===== src/verilog/atc_regs.svh =====
// Register offsets, field positions, reset values and timing figures of the timing config block
`ifndef ATC_REGS_SVH
`define ATC_REGS_SVH

// ----------------------------------------------------------------------
// Register offsets (byte addresses)
// ----------------------------------------------------------------------
`define ATC_OFF_CMD      12'h000
`define ATC_OFF_STAT     12'h004
`define ATC_OFF_SEL      12'h008
`define ATC_OFF_BUS      12'h00c
`define ATC_OFF_SPD      12'h010

// ----------------------------------------------------------------------
// Field positions
// ----------------------------------------------------------------------
`define ATC_ST_CMPL      0
`define ATC_ST_INV       1
`define ATC_ST_BUSY      2
`define ATC_SEL_EN_BIT   16
`define ATC_SPD_OVR_BIT  8
`define ATC_SPD_CUST_BIT 7
`define ATC_SPD_GAP_BIT  3

// ----------------------------------------------------------------------
// Opcodes, parameter counts and value limits
// ----------------------------------------------------------------------
`define ATC_OP_SELTO     8'h06
`define ATC_OP_BUSON     8'h07
`define ATC_OP_BUSOFF    8'h08
`define ATC_OP_SPEED     8'h09
`define ATC_SELTO_NPARM  3'h4
`define ATC_ONE_NPARM    3'h1
`define ATC_SEL_OFF      8'h00
`define ATC_SEL_ON       8'h01
`define ATC_ON_MIN       8'h02
`define ATC_ON_MAX       8'h0f
`define ATC_OFF_MAX      8'h40
`define ATC_OFF_MASK     8'hfc
`define ATC_OFF_MIN_US   8'h01
`define ATC_SPD_FIX_MAX  8'h04
`define ATC_SPD_SLOW     8'hff

// ----------------------------------------------------------------------
// Reset values
// ----------------------------------------------------------------------
`define ATC_SEL_EN_RST   1'b1
`define ATC_SEL_MS_RST   16'h00fa
`define ATC_ON_RST       8'h0b
`define ATC_OFF_RST      8'h04

// ----------------------------------------------------------------------
// Times in ns; cycle counts are derived in the module
// ----------------------------------------------------------------------
`define ATC_CLK_NS       10
`define ATC_US_NS        1000
`define ATC_MS_NS        1000000
`define ATC_STRB_BASE_NS 100
`define ATC_STRB_STEP_NS 50
`define ATC_GAP_NS       100
`define ATC_GAP_LONG_NS  150
`define ATC_PER0_NS      400
`define ATC_PER1_NS      300
`define ATC_PER2_NS      250
`define ATC_PER3_NS      200
`define ATC_PER4_NS      350
`define ATC_PERFF_NS     600

`endif


===== src/verilog/atc_pkg.sv =====
// Types of the timing config block
`default_nettype none
package atc_pkg;
   typedef enum logic [1:0] {BUS_IDLE, BUS_ON, BUS_OFF} atc_bus_st_t;
   typedef enum logic [1:0] {DMA_IDLE, DMA_STRB, DMA_GAP} atc_dma_st_t;
   typedef struct packed {
      logic [2:0]  need;
      logic [7:0]  op;
      logic [7:0]  p0;
      logic [7:0]  p1;
      logic [7:0]  p2;
      logic        cmpl;
      logic        inv;
      logic        sel_en;
      logic [15:0] sel_ms;
      logic [7:0]  on_us;
      logic [7:0]  off_us;
      logic [7:0]  spd;
      logic        spd_ovr;
      logic        pready;
      logic        pslverr;
      logic [31:0] prdata;
      logic        bsy_m;
      logic        bsy_s;
      logic        rdy_m;
      logic        rdy_s;
      logic        sel_act;
      logic [16:0] sel_pre;
      logic [15:0] sel_cnt;
      logic        sel_err;
      logic        sel_ok;
      atc_bus_st_t bst;
      logic [12:0] bcnt;
      logic        bus_own;
      atc_dma_st_t dst;
      logic [5:0]  dcnt;
      logic        strb_rd;
      logic        strb_wr;
      logic        dma_done;
   } atc_state_t;
endpackage
`default_nettype wire


===== src/verilog/atc_timing_cfg.sv =====
// Timing configuration command interpreter with selection timer, bus pacer and DMA strobes
//
// Function
// - Selection-timeout command 06h takes four parameter bytes, all gathered before use.
// - Byte 0: 00h disables timeout, 01h enables it with bytes 2 and 3.
// - Selection timeout comes out of reset enabled.
// - Bytes 2 (high) and 3 (low) give timeout in ms; reset value 250.
// - Enabled timeout without BSY abandons selection and reports selection error.
// - Byte 0 not 00h/01h or byte 1 nonzero is invalid; else complete.
// - Bus-on command 07h takes one byte in us; reset value 11.
// - Bus-on value below 2 or above 15 is invalid; else accepted.
// - Bus master holds the bus no longer than the on-time.
// - Bus-off command 08h takes one byte in us; reset value 4.
// - Bus-off value above 64 is invalid; else accepted.
// - Off-time rounds down to a multiple of 4 us, at least about 1 us.
// - Speed command 09h: codes 00h-04h fixed rates, FFh slowest rate.
// - Custom speed bits 6-4 set read strobe to 100 ns plus 50 ns steps.
// - Custom speed bit 3 sets strobe inactive time 100 or 150 ns.
// - Custom speed bits 2-0 set write strobe to 100 ns plus 50 ns steps.
// - DMA strobe is stretched while channel ready is low.
// - Stored speed applies until speed command overrides it; then complete.
// - An invalid command also sets the completion flag.
//
// Decided for this implementation: register access over APB and the placing of the registers.
`include "atc_regs.svh"
`default_nettype none
module atc_timing_cfg #(
   parameter int MS_CYC = `ATC_MS_NS / `ATC_CLK_NS
) (
   input  wire logic        clk_i,
   input  wire logic        srst_i,
   input  wire logic        ce_i,
   input  wire logic        psel_i,
   input  wire logic        penable_i,
   input  wire logic        pwrite_i,
   input  wire logic [11:0] paddr_i,
   input  wire logic [31:0] pwdata_i,
   input  wire logic [3:0]  pstrb_i,
   output logic      [31:0] prdata_o,
   output logic             pready_o,
   output logic             pslverr_o,
   input  wire logic [7:0]  cfg_speed_i,
   input  wire logic        sel_start_i,
   input  wire logic        scsi_bsy_i,
   output logic             sel_err_o,
   output logic             sel_ok_o,
   input  wire logic        xfer_req_i,
   output logic             bus_own_o,
   input  wire logic        dma_go_i,
   input  wire logic        dma_rd_i,
   input  wire logic        chan_rdy_i,
   output logic             dma_rd_strb_o,
   output logic             dma_wr_strb_o,
   output logic             dma_done_o
);
   import atc_pkg::*;

   // ----------------------------------------------------------------------
   // Derived cycle counts and parameter check
   // ----------------------------------------------------------------------
   localparam int CYC_US = `ATC_US_NS / `ATC_CLK_NS;

   generate
      if (MS_CYC < 1 || MS_CYC > 131072) begin : g_bad_ms
         $error("MS_CYC must lie between 1 and 131072");
      end
   endgenerate

   localparam atc_state_t ST_RST = '{sel_en: `ATC_SEL_EN_RST, sel_ms: `ATC_SEL_MS_RST,
                                     on_us: `ATC_ON_RST, off_us: `ATC_OFF_RST,
                                     bst: BUS_IDLE, dst: DMA_IDLE, default: '0};

   atc_state_t r;
   atc_state_t n;

   // Strobe width in cycles for the given speed byte and direction
   function automatic logic [5:0] strb_cyc(input logic [7:0] s, input logic rd);
      int ns;
      ns = `ATC_PER0_NS - `ATC_GAP_NS;
      if (s == `ATC_SPD_SLOW) begin
         ns = `ATC_PERFF_NS - `ATC_GAP_NS;
      end else if (s[`ATC_SPD_CUST_BIT]) begin
         ns = `ATC_STRB_BASE_NS + `ATC_STRB_STEP_NS * int'(rd ? s[6:4] : s[2:0]);
      end else begin
         case (s[2:0])
            3'h1:    ns = `ATC_PER1_NS - `ATC_GAP_NS;
            3'h2:    ns = `ATC_PER2_NS - `ATC_GAP_NS;
            3'h3:    ns = `ATC_PER3_NS - `ATC_GAP_NS;
            3'h4:    ns = `ATC_PER4_NS - `ATC_GAP_NS;
            default: ns = `ATC_PER0_NS - `ATC_GAP_NS;
         endcase
      end
      return 6'(ns / `ATC_CLK_NS);
   endfunction

   // Strobe inactive time in cycles
   function automatic logic [5:0] gap_cyc(input logic [7:0] s);
      int ns;
      ns = `ATC_GAP_NS;
      if (s[`ATC_SPD_CUST_BIT] && s != `ATC_SPD_SLOW && s[`ATC_SPD_GAP_BIT]) begin
         ns = `ATC_GAP_LONG_NS;
      end
      return 6'(ns / `ATC_CLK_NS);
   endfunction

   // ----------------------------------------------------------------------
   // Combinational helpers
   // ----------------------------------------------------------------------
   logic        acc;
   logic        wr_cmd;
   logic        wr_stat;
   logic [7:0]  wb;
   logic [7:0]  off_eff;
   logic [7:0]  spd_eff;
   logic [12:0] on_cyc;
   logic [12:0] off_cyc;

   assign acc     = psel_i && penable_i && r.pready && pwrite_i && !r.pslverr;
   assign wr_cmd  = acc && paddr_i == `ATC_OFF_CMD && pstrb_i[0];
   assign wr_stat = acc && paddr_i == `ATC_OFF_STAT && pstrb_i[0];
   assign wb      = pwdata_i[7:0];
   assign off_eff = ((r.off_us & `ATC_OFF_MASK) == 8'h00) ? `ATC_OFF_MIN_US
                                                          : (r.off_us & `ATC_OFF_MASK);
   assign spd_eff = r.spd_ovr ? r.spd : cfg_speed_i;
   assign on_cyc  = 13'(int'(r.on_us) * CYC_US);
   assign off_cyc = 13'(int'(off_eff) * CYC_US);

   // ----------------------------------------------------------------------
   // Next state
   // ----------------------------------------------------------------------
   always_comb begin
      n = r;
      n.bsy_m    = scsi_bsy_i;
      n.bsy_s    = r.bsy_m;
      n.rdy_m    = chan_rdy_i;
      n.rdy_s    = r.rdy_m;
      n.sel_err  = 1'b0;
      n.sel_ok   = 1'b0;
      n.dma_done = 1'b0;

      // APB: read data and error are prepared in the setup cycle
      n.pready  = 1'b0;
      n.pslverr = 1'b0;
      if (psel_i && !penable_i) begin
         n.pready  = 1'b1;
         n.pslverr = 1'b0;
         n.prdata  = 32'h0000_0000;
         if (paddr_i == `ATC_OFF_CMD) begin
            n.prdata = 32'h0000_0000;
         end else if (paddr_i == `ATC_OFF_STAT) begin
            n.prdata[`ATC_ST_CMPL] = r.cmpl;
            n.prdata[`ATC_ST_INV]  = r.inv;
            n.prdata[`ATC_ST_BUSY] = r.need != 3'h0;
         end else if (paddr_i == `ATC_OFF_SEL) begin
            n.prdata[15:0]            = r.sel_ms;
            n.prdata[`ATC_SEL_EN_BIT] = r.sel_en;
         end else if (paddr_i == `ATC_OFF_BUS) begin
            n.prdata[7:0]   = r.on_us;
            n.prdata[15:8]  = r.off_us;
            n.prdata[23:16] = off_eff;
         end else if (paddr_i == `ATC_OFF_SPD) begin
            n.prdata[7:0]              = spd_eff;
            n.prdata[`ATC_SPD_OVR_BIT] = r.spd_ovr;
         end else begin
            n.pslverr = 1'b1;
         end
      end

      // Flag clear by writing ones; command sets below win
      if (wr_stat) begin
         if (pwdata_i[`ATC_ST_CMPL]) begin
            n.cmpl = 1'b0;
         end
         if (pwdata_i[`ATC_ST_INV]) begin
            n.inv = 1'b0;
         end
      end

      // Command byte stream
      if (wr_cmd) begin
         if (r.need == 3'h0) begin
            n.op = wb;
            if (wb == `ATC_OP_SELTO) begin
               n.need = `ATC_SELTO_NPARM;
            end else if (wb == `ATC_OP_BUSON || wb == `ATC_OP_BUSOFF
                         || wb == `ATC_OP_SPEED) begin
               n.need = `ATC_ONE_NPARM;
            end else begin
               n.cmpl = 1'b1;
               n.inv  = 1'b1;
            end
         end else begin
            n.need = r.need - 3'h1;
            n.p0   = r.p1;
            n.p1   = r.p2;
            n.p2   = wb;
            if (r.need == 3'h1) begin
               n.cmpl = 1'b1;
               case (r.op)
                  `ATC_OP_SELTO: begin
                     if ((r.p0 == `ATC_SEL_OFF || r.p0 == `ATC_SEL_ON)
                         && r.p1 == 8'h00) begin
                        n.sel_en = r.p0 == `ATC_SEL_ON;
                        n.sel_ms = {r.p2, wb};
                     end else begin
                        n.inv = 1'b1;
                     end
                  end
                  `ATC_OP_BUSON: begin
                     if (wb < `ATC_ON_MIN || wb > `ATC_ON_MAX) begin
                        n.inv = 1'b1;
                     end else begin
                        n.on_us = wb;
                     end
                  end
                  `ATC_OP_BUSOFF: begin
                     if (wb > `ATC_OFF_MAX) begin
                        n.inv = 1'b1;
                     end else begin
                        n.off_us = wb;
                     end
                  end
                  default: begin
                     if (wb <= `ATC_SPD_FIX_MAX || wb[`ATC_SPD_CUST_BIT]) begin
                        n.spd     = wb;
                        n.spd_ovr = 1'b1;
                     end else begin
                        n.inv = 1'b1;
                     end
                  end
               endcase
            end
         end
      end

      // Selection timer
      if (sel_start_i) begin
         n.sel_act = 1'b1;
         n.sel_pre = '0;
         n.sel_cnt = '0;
      end else if (r.sel_act) begin
         if (r.bsy_s) begin
            n.sel_act = 1'b0;
            n.sel_ok  = 1'b1;
         end else if (r.sel_en) begin
            if (r.sel_cnt >= r.sel_ms) begin
               n.sel_act = 1'b0;
               n.sel_err = 1'b1;
            end else if (r.sel_pre == 17'(MS_CYC - 1)) begin
               n.sel_pre = '0;
               n.sel_cnt = r.sel_cnt + 16'h0001;
            end else begin
               n.sel_pre = r.sel_pre + 17'h00001;
            end
         end
      end

      // Bus-on / bus-off pacer
      case (r.bst)
         BUS_IDLE: begin
            if (xfer_req_i) begin
               n.bst     = BUS_ON;
               n.bus_own = 1'b1;
               n.bcnt    = on_cyc - 13'h0001;
            end
         end
         BUS_ON: begin
            if (!xfer_req_i || r.bcnt == 13'h0000) begin
               n.bst     = BUS_OFF;
               n.bus_own = 1'b0;
               n.bcnt    = off_cyc - 13'h0001;
            end else begin
               n.bcnt = r.bcnt - 13'h0001;
            end
         end
         default: begin
            if (r.bcnt == 13'h0000) begin
               n.bst = BUS_IDLE;
            end else begin
               n.bcnt = r.bcnt - 13'h0001;
            end
         end
      endcase

      // DMA strobe timing, started only while the bus is held
      case (r.dst)
         DMA_IDLE: begin
            if (dma_go_i && r.bus_own) begin
               n.dst     = DMA_STRB;
               n.strb_rd = dma_rd_i;
               n.strb_wr = !dma_rd_i;
               n.dcnt    = strb_cyc(spd_eff, dma_rd_i) - 6'h01;
            end
         end
         DMA_STRB: begin
            if (!r.rdy_s) begin
               n.dcnt = r.dcnt;
            end else if (r.dcnt == 6'h00) begin
               n.dst     = DMA_GAP;
               n.strb_rd = 1'b0;
               n.strb_wr = 1'b0;
               n.dcnt    = gap_cyc(spd_eff) - 6'h01;
            end else begin
               n.dcnt = r.dcnt - 6'h01;
            end
         end
         default: begin
            if (r.dcnt == 6'h00) begin
               n.dst      = DMA_IDLE;
               n.dma_done = 1'b1;
            end else begin
               n.dcnt = r.dcnt - 6'h01;
            end
         end
      endcase
   end

   always_ff @(posedge clk_i) begin
      if (srst_i) begin
         r <= ST_RST;
      end else if (ce_i) begin
         r <= n;
      end
   end

   assign prdata_o      = r.prdata;
   assign pready_o      = r.pready;
   assign pslverr_o     = r.pslverr;
   assign sel_err_o     = r.sel_err;
   assign sel_ok_o      = r.sel_ok;
   assign bus_own_o     = r.bus_own;
   assign dma_rd_strb_o = r.strb_rd;
   assign dma_wr_strb_o = r.strb_wr;
   assign dma_done_o    = r.dma_done;

   logic [13:0] own_len;
   logic [12:0] own_lim;
   always_ff @(posedge clk_i) begin
      if (srst_i) begin
         own_len <= '0;
         own_lim <= '0;
      end else if (ce_i) begin
         own_len <= n.bus_own ? own_len + 14'h0001 : 14'h0000;
         if (!r.bus_own && n.bus_own) begin
            own_lim <= on_cyc;
         end
      end
   end
endmodule
`default_nettype wire

===== config.mk =====
export PLATFORM = sky130hd
export DESIGN_NAME = atc_timing_cfg
export DESIGN_NICKNAME = d
export VERILOG_FILES = /design/src/verilog/atc_pkg.sv /design/src/verilog/atc_timing_cfg.sv
export VERILOG_INCLUDE_DIRS = /design/src /design/src/verilog
export SDC_FILE = /design/constraint.sdc
export NUM_CORES = 1
export LEC_CHECK = 0
export BUFFER_PORTS_ARGS = -buffer_cell sky130_fd_sc_hd__buf_2
export CORE_ASPECT_RATIO = 1.1
export CORE_UTILIZATION = 55
export DETAILED_ROUTE_END_ITERATION = 12
export GPL_ROUTABILITY_DRIVEN = 0
export PLACE_DENSITY = 0.76
export RECOVER_POWER = 100
export SLEW_MARGIN = 0
export SYNTH_ARGS = -nofsm -noshare
export SYNTH_HDL_FRONTEND = slang
export SYNTH_SLANG_ARGS = --single-unit

===== constraint.sdc =====
create_clock -name clk_i -period 7.45 [get_ports clk_i]
set_input_delay 1.49 -clock clk_i [delete_from_list [all_inputs] [get_ports clk_i]]
set_output_delay 1.49 -clock clk_i [all_outputs]
set_load 0.05 [all_outputs]

Word level (Yosys, flattened, before mapping)
Cells that the tools add are included.
{"block": "word_totals", "ff_bits": 172, "inputBits": 68, "elab_cells": 230}
{"block": "op_classes", "add_sub_neg": 10, "multipliers": 3, "div_mod_pow": 2, "order_cmp": 5, "eq_ne": 32, "muxes": 83, "bitwise_logic": 4, "reduce_logical": 58}
{"operator": "32-bit two-way mux", "count": 7}
{"operator": "34-bit two-way mux", "count": 3}
{"operator": "44-bit two-way mux", "count": 2}
{"operator": "17-bit two-way mux", "count": 4}
{"operator": "32-bit by 5-bit divider with 32-bit output (second input constant)", "count": 2}
{"operator": "8-bit two-way mux", "count": 7}
{"operator": "42-bit two-way mux", "count": 1}
{"operator": "13-bit by 1-bit subtractor with 13-bit output (second input constant)", "count": 3}
{"operator": "36-bit two-way mux", "count": 1}
{"operator": "9-bit two-way mux", "count": 4}
{"operator": "9-bit one-hot mux with 4 select lines", "count": 1}
{"operator": "35-bit two-way mux", "count": 1}
{"operator": "33-bit two-way mux", "count": 1}
{"operator": "8-bit by 3-bit equality test with 1-bit output (second input constant)", "count": 4}
{"operator": "16-bit two-way mux", "count": 2}
{"operator": "15-bit one-hot mux with 2 select lines", "count": 1}
{"operator": "6-bit AND reduction", "count": 5}
{"operator": "13-bit two-way mux", "count": 2}
{"operator": "12-bit by 4-bit equality test with 1-bit output (second input constant)", "count": 2}
{"operator": "8-bit by 4-bit equality test with 1-bit output (second input constant)", "count": 3}
{"operator": "8-bit zero test", "count": 3}
{"operator": "24-bit two-way mux", "count": 1}
{"operator": "8-bit by 5-bit multiplier with 11-bit output (second input constant)", "count": 2}
{"operator": "2-bit two-way mux", "count": 11}
{"operator": "other kinds (51)", "count": 124}

Logic depth before layout (Yosys ltp)
Gate-level depths: netlist (run 1).
{"block": "depth", "depth_word": 13, "ltp_mapped": 30, "mapped_depth_nobuf": 28}

Least setup slack after synthesis (run 1)
Ideal clock, no wire load.
{"block": "synth_timing", "kind": "input port to flip-flop", "start": "input port dma_rd_i", "end": "register r[7] in the netlist's numbering", "t_arrival_ns": 7.149, "setup_slack_ns": 0.173, "cell_stages": 28, "n_path_buf": 3, "path_cell_list": "buf_6 > mux4_2 > ha_1 > inv_1 > ha_1 > a311oi_2 > xnor2_1 > o31ai_4 > buf_6 > nand2_1 > ha_1 > nand2b_1 > o32ai_2 > or4_4 > o221ai_2 > or2_1 > buf_6 > o311a_1 > a311oi_4 > nand2_1 > mux2i_1 > nor4_2 > ha_1 > nand2_1 > xor2_1 > o22ai_1 > a22oi_1 > nor2_1"}
{"block": "synth_via", "elab_chain_cells": 11}
{"item": "from (decl)", "line_no": "atc_timing_cfg.sv:50", "rtl": "input wire logic dma_rd_i,"}
{"item": "3-bit two-way mux", "line_no": "atc_timing_cfg.sv:83", "rtl": "ns = `ATC_STRB_BASE_NS + `ATC_STRB_STEP_NS * int'(rd ? s[6:4] : s[2:0]);"}
{"item": "5-bit by 3-bit multiplier with 8-bit output (no line)"}
{"item": "7-bit by 9-bit adder with 10-bit output (no line)"}
{"item": "32-bit two-way mux", "line_no": "atc_timing_cfg.sv:82", "rtl": "end else if (s[`ATC_SPD_CUST_BIT]) begin"}
{"item": "32-bit two-way mux", "line_no": "atc_timing_cfg.sv:80", "rtl": "if (s == `ATC_SPD_SLOW) begin"}
{"item": "32-bit two-way mux", "line_no": "atc_timing_cfg.sv:288", "rtl": "if (dma_go_i && r.bus_own) begin"}
{"item": "32-bit two-way mux", "line_no": "atc_timing_cfg.sv:286", "rtl": "case (r.dst)"}
{"item": "32-bit by 5-bit divider with 32-bit output (no line)"}
{"item": "6-bit by 1-bit subtractor with 6-bit output", "line_no": "atc_timing_cfg.sv:292", "rtl": "n.dcnt = strb_cyc(spd_eff, dma_rd_i) - 6'h01;"}
{"item": "10-bit two-way mux", "line_no": "atc_timing_cfg.sv:288"}
{"item": "8-bit one-hot mux with 2 select lines", "line_no": "atc_timing_cfg.sv:286"}
{"item": "to (signal assigned)", "line_no": "atc_timing_cfg.sv:322", "rtl": "r <= n;"}
{"item": "to (decl)", "line_no": "atc_timing_cfg.sv:73", "rtl": "atc_state_t r;"}
No other way between the ends. The select of a mux whose other input is x is not followed.
A chain may end at the register's enable or synchronous reset.

Worst setup path after layout (run 1)
Ends and elaborated chain as after synthesis.

==> flow_summary.html, run 1 <==
<table>
<tr><th>Metric</th><th>Value</th></tr>
<tr><th colspan="2">Route</th></tr>
<tr><td>Count of nets left with antenna violations after detail routing</td><td>0</td></tr>
<tr><td>WL met2</td><td>13100 um</td></tr>
<tr><td>Vias</td><td>10227</td></tr>
<tr><td>First-pass DRT Iterations</td><td>6</td></tr>
<tr><td>Top layer used by detailed routing</td><td>met4</td></tr>
<tr><td>DR WL met3</td><td>1590 um</td></tr>
<tr><td>DR DRC count</td><td>0</td></tr>
<tr><td>Routed length on met1</td><td>12100 um</td></tr>
<tr><td>Detail-routed net length per standard cell</td><td>16.3 um</td></tr>
<tr><td>Iteration-0 DRC count of the detailed router</td><td>784</td></tr>
<tr><td>Via/cell ratio</td><td>6.00</td></tr>
<tr><td>Total length of routed wires</td><td>27700 um</td></tr>
<tr><th colspan="2">Cells and area</th></tr>
<tr><td>Total number of nets in the final design</td><td>1584</td></tr>
<tr><td>Layout cell share with drive strength beyond 1</td><td>9.59%</td></tr>
<tr><td>Final cell utilization of the core</td><td>61.1%</td></tr>
<tr><td>Total non-filler cell area in the finished layout</td><td>12100 um^2</td></tr>
<tr><td>Commonest cells after routing, fill and taps aside</td><td>sky130_fd_sc_hd__nor2_1 (199), sky130_fd_sc_hd__dfxtp_1 (171), sky130_fd_sc_hd__nand2_1 (131)</td></tr>
<tr><td>Area growth syn-to-layout</td><td>8.95%</td></tr>
<tr><td>Most common library cell in the layout ignoring fill and taps</td><td>sky130_fd_sc_hd__nor2_1</td></tr>
<tr><td>Filler cell count</td><td>1800</td></tr>
<tr><th colspan="2">Die</th></tr>
<tr><td>Area enclosed by the die boundary</td><td>20800 um^2</td></tr>
<tr><td>DIE HEIGHT</td><td>151 um</td></tr>
<tr><td>Core area</td><td>19900 um^2</td></tr>
<tr><td>Initial cell density of the core</td><td>56.1%</td></tr>
<tr><td>Width of the die</td><td>138 um</td></tr>
<tr><td>Placement Rows</td><td>54</td></tr>
<tr><td>I/O pin cnt</td><td>108</td></tr>
<tr><th colspan="2">Timing</th></tr>
<tr><td>Setup Skew</td><td>0.0149 ns</td></tr>
<tr><td>Final setup violation count</td><td>0</td></tr>
<tr><td>Actual slew at the worst max-slew pin</td><td>1.46 ns</td></tr>
<tr><td>Final hold slack</td><td>0.449 ns</td></tr>
<tr><td>Peak Freq</td><td>142 MHz</td></tr>
<tr><td>Min cycle time layout</td><td>7.07 ns</td></tr>
<tr><td>Unrepaired setup endpoints after global routing</td><td>false</td></tr>
<tr><td>Hold Vio Cnt, Final</td><td>0</td></tr>
<tr><td>Max_slew headroom</td><td>2.73%</td></tr>
<tr><td>Tcrit/Tclk final</td><td>94.9%</td></tr>
<tr><td>Max Slew Vio Count</td><td>0</td></tr>
<tr><th colspan="2">Worst hold path</th></tr>
<tr><td>Hold Path Cell Cnt</td><td>2</td></tr>
<tr><td>Min-Delay Path Class</td><td>flip-flop to flip-flop</td></tr>
<tr><th colspan="2">Worst setup path</th></tr>
<tr><td>Path depth of the worst reg2reg path</td><td>24</td></tr>
<tr><td>Crit Path Max Fanout</td><td>6</td></tr>
<tr><td>Critical path class</td><td>input port to flip-flop</td></tr>
<tr><td>Kind of start point of the critical path</td><td>input port</td></tr>
<tr><td>Largest stage delay, worst path</td><td>0.58 ns</td></tr>
<tr><td>WP data arrival</td><td>7.37 ns</td></tr>
<tr><td>Required @ worst endpoint</td><td>7.75 ns</td></tr>
<tr><td>Element type at the critical path end</td><td>flip-flop</td></tr>
<tr><td>Critical-path top delay cell</td><td>sky130_fd_sc_hd__o311ai_1</td></tr>
<tr><td>Most Frequent Cell on Critical Path</td><td>sky130_fd_sc_hd__ha_1</td></tr>
<tr><th colspan="2">Power</th></tr>
<tr><td>Total power of the final layout</td><td>2.45 mW</td></tr>
<tr><td>Static Leak</td><td>4.95 nW</td></tr>
<tr><td>Ratio of total power to cell area</td><td>202 nW/um^2</td></tr>
<tr><td>Worst VDD drop</td><td>0.153 mV</td></tr>
<tr><th colspan="2">CTS</th></tr>
<tr><td>H-Tree Level Count</td><td>4</td></tr>
<tr><td>TritonCTS clock tree</td><td>yes</td></tr>
<tr><td>Clock buffers created by TritonCTS</td><td>17</td></tr>
<tr><td>Number of sinks driven by the clock tree</td><td>171</td></tr>
<tr><td>Buffers from clock root to sink, at most</td><td>2</td></tr>
<tr><td>Post-CTS clock slew at the launch and capture registers of the worst setup and hold paths</td><td>0.07 ns</td></tr>
<tr><td>Clock latency of the later-clocked register in the worst-skew pair</td><td>0.44 ns</td></tr>
<tr><td>Root Buffer Master</td><td>sky130_fd_sc_hd__clkbuf_16</td></tr>
<tr><th colspan="2">Placed design</th></tr>
<tr><td>Placed instance area</td><td>11500 um^2</td></tr>
<tr><td>HPWL after detailed placement</td><td>20300 um</td></tr>
<tr><td># port buffers</td><td>71</td></tr>
<tr><th colspan="2">Synth</th></tr>
<tr><td>Number of unique standard cell types used by synthesis</td><td>88</td></tr>
<tr><td>Yosys warns</td><td>0</td></tr>
<tr><td>Number of synthesized register bits</td><td>171</td></tr>
<tr><td>Average cell area after synthesis</td><td>7.89 um^2</td></tr>
<tr><td>Register area share after synthesis</td><td>30.7%</td></tr>
<tr><td>Top FF cell, synth</td><td>sky130_fd_sc_hd__dfxtp_1</td></tr>
<tr><td>Area of the mapped netlist</td><td>11100 um^2</td></tr>
<tr><td>Number of synthesized flops with an enable pin</td><td>0</td></tr>
<tr><td>Share of synthesized registers carrying an async set or reset</td><td>0%</td></tr>
<tr><td>Synth Instances</td><td>1411</td></tr>
<tr><th colspan="2">GRT</th></tr>
<tr><td>Number of antenna violations at the first check in global routing</td><td>1</td></tr>
<tr><td>Wire length of the first global-routing pass</td><td>45200 um</td></tr>
<tr><td>Pin count of the biggest net entering global routing</td><td>81</td></tr>
<tr><td>Vias in the first global route</td><td>9187</td></tr>
<tr><td>Global Route Usage Sum</td><td>27.4%</td></tr>
<tr><td>Overall overflow remaining after global route</td><td>0</td></tr>
<tr><th colspan="2">Flow run</th></tr>
<tr><td>Max capacitance violation total</td><td>0</td></tr>
<tr><th colspan="2">Status</th></tr>
<tr><td>Status</td><td>finished clean</td></tr>
</table>
cell type report:
| cell class | count | area [um^2] | share of cell area [%] |
|---|---|---|---|
| antenna | 2 | 5.00 | 0.0412 |
| clock buffer | 19 | 453 | 3.73 |
| clock inverter | 12 | 186 | 1.54 |
| inverter | 84 | 315 | 2.60 |
| multi-input combinational | 1065 | 6920 | 57.0 |
| sequential | 171 | 3420 | 28.2 |
| tap | 252 | 315 | 2.60 |
| timing repair buffer | 99 | 517 | 4.26 |
Yosys cell counts, types with 5 or more instances:
master                      instances  area (um^2)
sky130_fd_sc_hd__buf_4             32          240
sky130_fd_sc_hd__ha_1              74          926
sky130_fd_sc_hd__a21o_1            14          105
sky130_fd_sc_hd__nor2_1           200          751
sky130_fd_sc_hd__a22oi_1           11         82.6
sky130_fd_sc_hd__nand2b_1          20          125
sky130_fd_sc_hd__a211o_1            9         78.8
sky130_fd_sc_hd__a311oi_1           7         61.3
sky130_fd_sc_hd__o211ai_1           6         45.0
sky130_fd_sc_hd__o22ai_1            8         50.1
sky130_fd_sc_hd__xnor2_1           50          438
sky130_fd_sc_hd__and2_1             6         37.5
sky130_fd_sc_hd__o21ai_0           39          195
sky130_fd_sc_hd__nand2_1          131          492
sky130_fd_sc_hd__buf_2              7         35.0
sky130_fd_sc_hd__nor4_1            15         93.8
sky130_fd_sc_hd__xor2_1            20          175
sky130_fd_sc_hd__a21oi_1          119          596
sky130_fd_sc_hd__a2111oi_0          6         52.6
sky130_fd_sc_hd__or2_2              7         43.8
sky130_fd_sc_hd__a31oi_1            5         31.3
sky130_fd_sc_hd__a222oi_1           5         50.1
sky130_fd_sc_hd__or4_1              9         67.6
sky130_fd_sc_hd__and3_1            10         62.6
sky130_fd_sc_hd__dfxtp_1          171         3420
sky130_fd_sc_hd__clkbuf_1          56          210
sky130_fd_sc_hd__inv_1             82          308
sky130_fd_sc_hd__nand3_1           35          175
sky130_fd_sc_hd__a221oi_1          13          114
sky130_fd_sc_hd__nand4_1           11         68.8
sky130_fd_sc_hd__nor3_1            38          190
sky130_fd_sc_hd__a211oi_1          29          218
sky130_fd_sc_hd__or3_1             13         81.3
sky130_fd_sc_hd__mux2i_1           36          360
sky130_fd_sc_hd__mux2_2             6         67.6
power breakdown:
part           total (mW)  switching, mW  internal (mW)  leakage, nW
sequential          0.949         0.0178          0.932         1.38
combinational       0.535          0.333          0.203         3.26
clock               0.967          0.384          0.583        0.308
critical path: cells and delay by family:
family          cells  cell delay [ns]
fa+ha+maj           4             1.16
buf+inv             2             0.23
xor+xnor            2             0.33
simple gates        8             1.57
compound gates      8             2.05
mux                 1             0.54
state kept, by name, indices dropped and copies added, names as in the netlist:
| signal | count |
|---|---|
| pready_o | 1 |
| dma_rd_strb_o | 1 |
| dma_wr_strb_o | 1 |
| dma_done_o | 1 |
| sel_ok_o | 1 |
| bus_own_o | 1 |
| pslverr_o | 1 |
| prdata_o | 23 |
| n | 2 |
| r | 138 |
| sel_err_o | 1 |
repair_timing:
action,CTS,global route
hold buffers,0,0
gates resized for setup,0,2
endpoints found under the setup margin,0,2
endpoints found under the hold margin,0,0
setup buffers,0,1
path summary, 6_finish.rpt:
check | startpoint | slack, ns | to
setup / recovery | dma_rd_i | 0.38 | r[7]
hold / removal | r[166] | 0.45 | r[166]
setup reg to reg | r[101] | 0.97 | r[7]
hold reg to reg | r[166] | 0.45 | r[166]
metal layers:
metal,global-route usage [%],vias to the layer above
met5,0,-
met2,44.8,341
met4,12.9,0
li1,-,5033
met1,35.3,4796
met3,4.12,57
logic make-up (layout without fill, tap and decap cells):
kind of cell,count (synthesis),count (layout),share of synthesized area (%)
and+or+nand+nor,525,525,22.0
AOI/OAI and AO/OA,334,334,20.5
buffers and inverters,185,214,7.59
DFF,171,171,30.7
adders and majority gates,79,79,9.12
xor gates and xnor gates,70,70,5.51
muxes,45,45,4.45
other,2,14,0.0674
metrics by stage:
stage	std cells	worst slack (ns)	setup TNS [ns]
6_report	1704	0.383	0
5_1_grt	1703	0.00599	0
4_1_cts	1701	0.302	0
3_5_place_dp	1670	-0.109	-0.203
3_3_place_gp	1670	0.0828	0
2_1_floorplan	1421	0.173	0
Note: power is estimated with default switching activity, not from simulation.
==> run 2: changes to the inputs <==
Settings changed: CAP_MARGIN set to 20, CORE_UTILIZATION 55 to 49, PLACE_DENSITY 0.76 to 0.69, SLEW_MARGIN 0 to 20.
==> flow_summary.html, run 2 (synthesis results as in run 1) <==
<table>
<tr><th>Metric</th><th>Value</th></tr>
<tr><th colspan="2">CTS</th></tr>
<tr><td>Clock latency of the later-clocked register in the worst-skew pair</td><td>0.43 ns (was 0.44 ns)</td></tr>
<tr><td>Buffers from clock root to sink, at most</td><td>2 (unchanged)</td></tr>
<tr><td>H-Tree Level Count</td><td>4 (unchanged)</td></tr>
<tr><td>Number of sinks driven by the clock tree</td><td>171 (unchanged)</td></tr>
<tr><td>Root Buffer Master</td><td>sky130_fd_sc_hd__clkbuf_16 (unchanged)</td></tr>
<tr><td>Hold bufs inserted after CTS</td><td>0 (unchanged)</td></tr>
<tr><td>TritonCTS clock tree</td><td>yes (unchanged)</td></tr>
<tr><td>Count of buffers added by post-CTS timing repair for setup</td><td>0 (unchanged)</td></tr>
<tr><td>Clock buffers created by TritonCTS</td><td>17 (unchanged)</td></tr>
<tr><td>Number of gates resized after cts</td><td>0 (unchanged)</td></tr>
<tr><td>Post-CTS clock slew at the launch and capture registers of the worst setup and hold paths</td><td>0.06 ns (was 0.07 ns)</td></tr>
<tr><th colspan="2">Placed design</th></tr>
<tr><td>HPWL after detailed placement</td><td>20700 um (was 20300 um)</td></tr>
<tr><td># port buffers</td><td>71 (unchanged)</td></tr>
<tr><th colspan="2">Worst setup path</th></tr>
<tr><td>Critical path class</td><td>input port to flip-flop (unchanged)</td></tr>
<tr><td>Kind of start point of the critical path</td><td>input port (unchanged)</td></tr>
<tr><td>WP data arrival</td><td>7.33 ns (was 7.37 ns)</td></tr>
<tr><td>Required @ worst endpoint</td><td>7.73 ns (was 7.75 ns)</td></tr>
<tr><td>Element type at the critical path end</td><td>flip-flop (unchanged)</td></tr>
<tr><td>Crit Path Max Fanout</td><td>5 (was 6)</td></tr>
<tr><th colspan="2">Power</th></tr>
<tr><td>Ratio of total power to cell area</td><td>196 nW/um^2 (was 202 nW/um^2)</td></tr>
<tr><td>Sw Ratio</td><td>30.7% (was 30.0%)</td></tr>
<tr><td>Share of total power in sequential cells</td><td>39.8% (was 38.7%)</td></tr>
<tr><td>Total net switching power</td><td>732 uW (was 735 uW)</td></tr>
<tr><td>Total power of the final layout</td><td>2.38 mW (was 2.45 mW)</td></tr>
<tr><td>Relative contribution of the clock network to total power</td><td>37.4% (was 39.4%)</td></tr>
<tr><td>Combinational share of power</td><td>22.8% (was 21.8%)</td></tr>
<tr><td>Static Leak</td><td>4.95 nW (about the same)</td></tr>
<tr><td>Internal power component</td><td>1.65 mW (was 1.72 mW)</td></tr>
<tr><td>Worst VDD drop</td><td>0.147 mV (was 0.153 mV)</td></tr>
<tr><th colspan="2">Die</th></tr>
<tr><td>Initial cell density of the core</td><td>50.2% (was 56.1%)</td></tr>
<tr><td>I/O pin cnt</td><td>108 (unchanged)</td></tr>
<tr><td>DIE HEIGHT</td><td>160 um (was 151 um)</td></tr>
<tr><td>Placement Rows</td><td>57 (was 54)</td></tr>
<tr><td>Area enclosed by the die boundary</td><td>23300 um^2 (was 20800 um^2)</td></tr>
<tr><td>Width of the die</td><td>146 um (was 138 um)</td></tr>
<tr><td>Core area</td><td>22200 um^2 (was 19900 um^2)</td></tr>
<tr><th colspan="2">Cells and area</th></tr>
<tr><td>Layout cell share with drive strength beyond 1</td><td>9.75% (was 9.59%)</td></tr>
<tr><td>Commonest cells after routing, fill and taps aside</td><td>sky130_fd_sc_hd__nor2_1 (200), sky130_fd_sc_hd__dfxtp_1 (171), sky130_fd_sc_hd__nand2_1 (131) (was sky130_fd_sc_hd__nor2_1 (199), sky130_fd_sc_hd__dfxtp_1 (171), sky130_fd_sc_hd__nand2_1 (131))</td></tr>
<tr><td>Total number of nets in the final design</td><td>1589 (was 1584)</td></tr>
<tr><td>Filler cell count</td><td>2148 (was 1800)</td></tr>
<tr><td>Register with the highest flop count</td><td>r (unchanged)</td></tr>
<tr><td>Most common library cell in the layout ignoring fill and taps</td><td>sky130_fd_sc_hd__nor2_1 (unchanged)</td></tr>
<tr><td>Max reg flops</td><td>138 (unchanged)</td></tr>
<tr><td>Area growth syn-to-layout</td><td>9.21% (was 8.95%)</td></tr>
<tr><th colspan="2">Timing</th></tr>
<tr><td>Max_slew headroom</td><td>3.66% (was 2.73%)</td></tr>
<tr><td>Tcrit/Tclk final</td><td>94.6% (was 94.9%)</td></tr>
<tr><td>Max Slew Vio Count</td><td>0 (unchanged)</td></tr>
<tr><td>Total negative slack</td><td>0 ns (unchanged)</td></tr>
<tr><td>Final setup violation count</td><td>0 (unchanged)</td></tr>
<tr><td>Actual slew at the worst max-slew pin</td><td>1.44 ns (was 1.46 ns)</td></tr>
<tr><td>Min cycle time layout</td><td>7.04 ns (was 7.07 ns)</td></tr>
<tr><td>Hold Vio Cnt, Final</td><td>0 (unchanged)</td></tr>
<tr><td>Unrepaired setup endpoints after global routing</td><td>false (unchanged)</td></tr>
<tr><td>Setup Skew</td><td>0.0180 ns (was 0.0149 ns)</td></tr>
<tr><td>Peak Freq</td><td>142 MHz (about the same)</td></tr>
<tr><th colspan="2">Worst hold path</th></tr>
<tr><td>Min-Delay Path Class</td><td>flip-flop to flip-flop (unchanged)</td></tr>
<tr><th colspan="2">Route</th></tr>
<tr><td>Count of nets left with antenna violations after detail routing</td><td>0 (unchanged)</td></tr>
<tr><td>Detail-routed net length per standard cell</td><td>16.0 um (was 16.3 um)</td></tr>
<tr><td>Total length of routed wires</td><td>28100 um (was 27700 um)</td></tr>
<tr><td>Iteration-0 DRC count of the detailed router</td><td>655 (was 784)</td></tr>
<tr><td>First-pass DRT Iterations</td><td>6 (unchanged)</td></tr>
<tr><td>DR DRC count</td><td>0 (unchanged)</td></tr>
<tr><td>Vias</td><td>10038 (was 10227)</td></tr>
<tr><td>Via/cell ratio</td><td>5.73 (was 6.00)</td></tr>
<tr><th colspan="2">GRT</th></tr>
<tr><td>Global Route Usage Sum</td><td>24.0% (was 27.4%)</td></tr>
<tr><td>Grt met2 use</td><td>39.6% (was 44.8%)</td></tr>
<tr><td>Vias in the first global route</td><td>9258 (was 9187)</td></tr>
<tr><td>Met1 track utilization from global routing</td><td>31.1% (was 35.3%)</td></tr>
<tr><td>Pin count of the biggest net entering global routing</td><td>80 (was 81)</td></tr>
<tr><td>Most Crowded Layer GR</td><td>met2 (unchanged)</td></tr>
<tr><td>Wire length of the first global-routing pass</td><td>45600 um (was 45200 um)</td></tr>
<tr><td>Met3 Usage GRT</td><td>3.77% (was 4.12%)</td></tr>
<tr><td>Overall overflow remaining after global route</td><td>0 (unchanged)</td></tr>
<tr><td>Number of antenna violations at the first check in global routing</td><td>1 (unchanged)</td></tr>
<tr><th colspan="2">Status</th></tr>
<tr><td>Status</td><td>finished clean (unchanged)</td></tr>
<tr><th colspan="2">Flow run</th></tr>
<tr><td>Max capacitance violation total</td><td>0 (unchanged)</td></tr>
</table>
[run 2: cell count changes in the layout (fill, tap and decap cells not counted), sizes merged]
cell	before	now
clkinvlp	2	1
bufinv	4	2
diode	2	1
clkinv	3	5
buf	64	68
inv	87	88
clkbuf	54	56
[run 2: cell type report]
type	instances	area [um^2]	area share, %
Multi-Input combinational cell	1065	6920	56.9
Sequential cell	171	3420	28.1
Timing Repair Buffer	104	554	4.56
Clock buffer	20	447	3.67
Tap cell	295	369	3.03
Inverter	84	315	2.59
Clock inverter	12	135	1.11
Antenna cell	1	2.50	0.0206
[run 2: per-stage QoR]
stage	util [%]	std cells	hold WS [ns]	instance area, um^2	worst slack (ns)
after global routing	54.8	1752	0.464	12200	0.00321
after global placement	52.4	1719	0.439	11600	0.120
after CTS	55.0	1751	0.454	12200	0.429
after detailed placement	52.4	1719	0.445	11600	0.0194
final	54.8	1752	0.453	12200	0.405
after floorplan	-	1421	0.431	11200	0.173
[run 2: path summary, 6_finish.rpt]
| path | from | to | slack (ns) | depth (start not counted) |
|---|---|---|---|---|
| min | dma_wr_strb_o | dma_wr_strb_o | 0.45 | 2 |
| min reg2reg | dma_wr_strb_o | dma_wr_strb_o | 0.45 | 2 |
| max | dma_rd_i | r[5] | 0.41 | 27 |
| max reg2reg | r[101] | r[5] | 1.22 | 26 |
[run 2: critical path: stages]
cell	delay [ns]
sky130_fd_sc_hd__buf_2	0.18
sky130_fd_sc_hd__mux4_2	0.54
sky130_fd_sc_hd__ha_1	0.29
sky130_fd_sc_hd__inv_1	0.05
sky130_fd_sc_hd__ha_1	0.33
sky130_fd_sc_hd__a311oi_2	0.28
sky130_fd_sc_hd__xnor2_1	0.17
sky130_fd_sc_hd__o31ai_4	0.21
sky130_fd_sc_hd__nand2_1	0.11
sky130_fd_sc_hd__ha_1	0.30
sky130_fd_sc_hd__nand2b_1	0.20
sky130_fd_sc_hd__o2111ai_1	0.19
sky130_fd_sc_hd__o221ai_1	0.18
sky130_fd_sc_hd__nor2_1	0.20
sky130_fd_sc_hd__o221ai_2	0.17
sky130_fd_sc_hd__or2_1	0.32
sky130_fd_sc_hd__o311a_1	0.35
sky130_fd_sc_hd__a311oi_4	0.35
sky130_fd_sc_hd__clkbuf_4	0.21
sky130_fd_sc_hd__a21oi_1	0.08
sky130_fd_sc_hd__o22ai_1	0.29
sky130_fd_sc_hd__nor4_4	0.08
sky130_fd_sc_hd__ha_2	0.20
sky130_fd_sc_hd__buf_4	0.13
sky130_fd_sc_hd__xnor2_1	0.12
sky130_fd_sc_hd__a211oi_1	0.24
sky130_fd_sc_hd__nor3_1	0.07
[run 2: metal layers]
| layer | up-vias | routed length (um) |
|---|---|---|
| met5 | - | 0 |
| met4 | 0 | 727 |
| met3 | 47 | 1340 |
| met1 | 4683 | 12800 |
| met2 | 265 | 13100 |
| li1 | 5043 | - |
[run 2: power groups by stage]
stage,Clock [mW],Combinational (mW),Sequential (mW)
floorplan,0,0.387,0.968
finish,0.890,0.544,0.949
global route,0.942,0.598,0.952
global placement,0,0.521,0.969
CTS,0.907,0.532,0.949
detailed placement,0,0.528,0.970
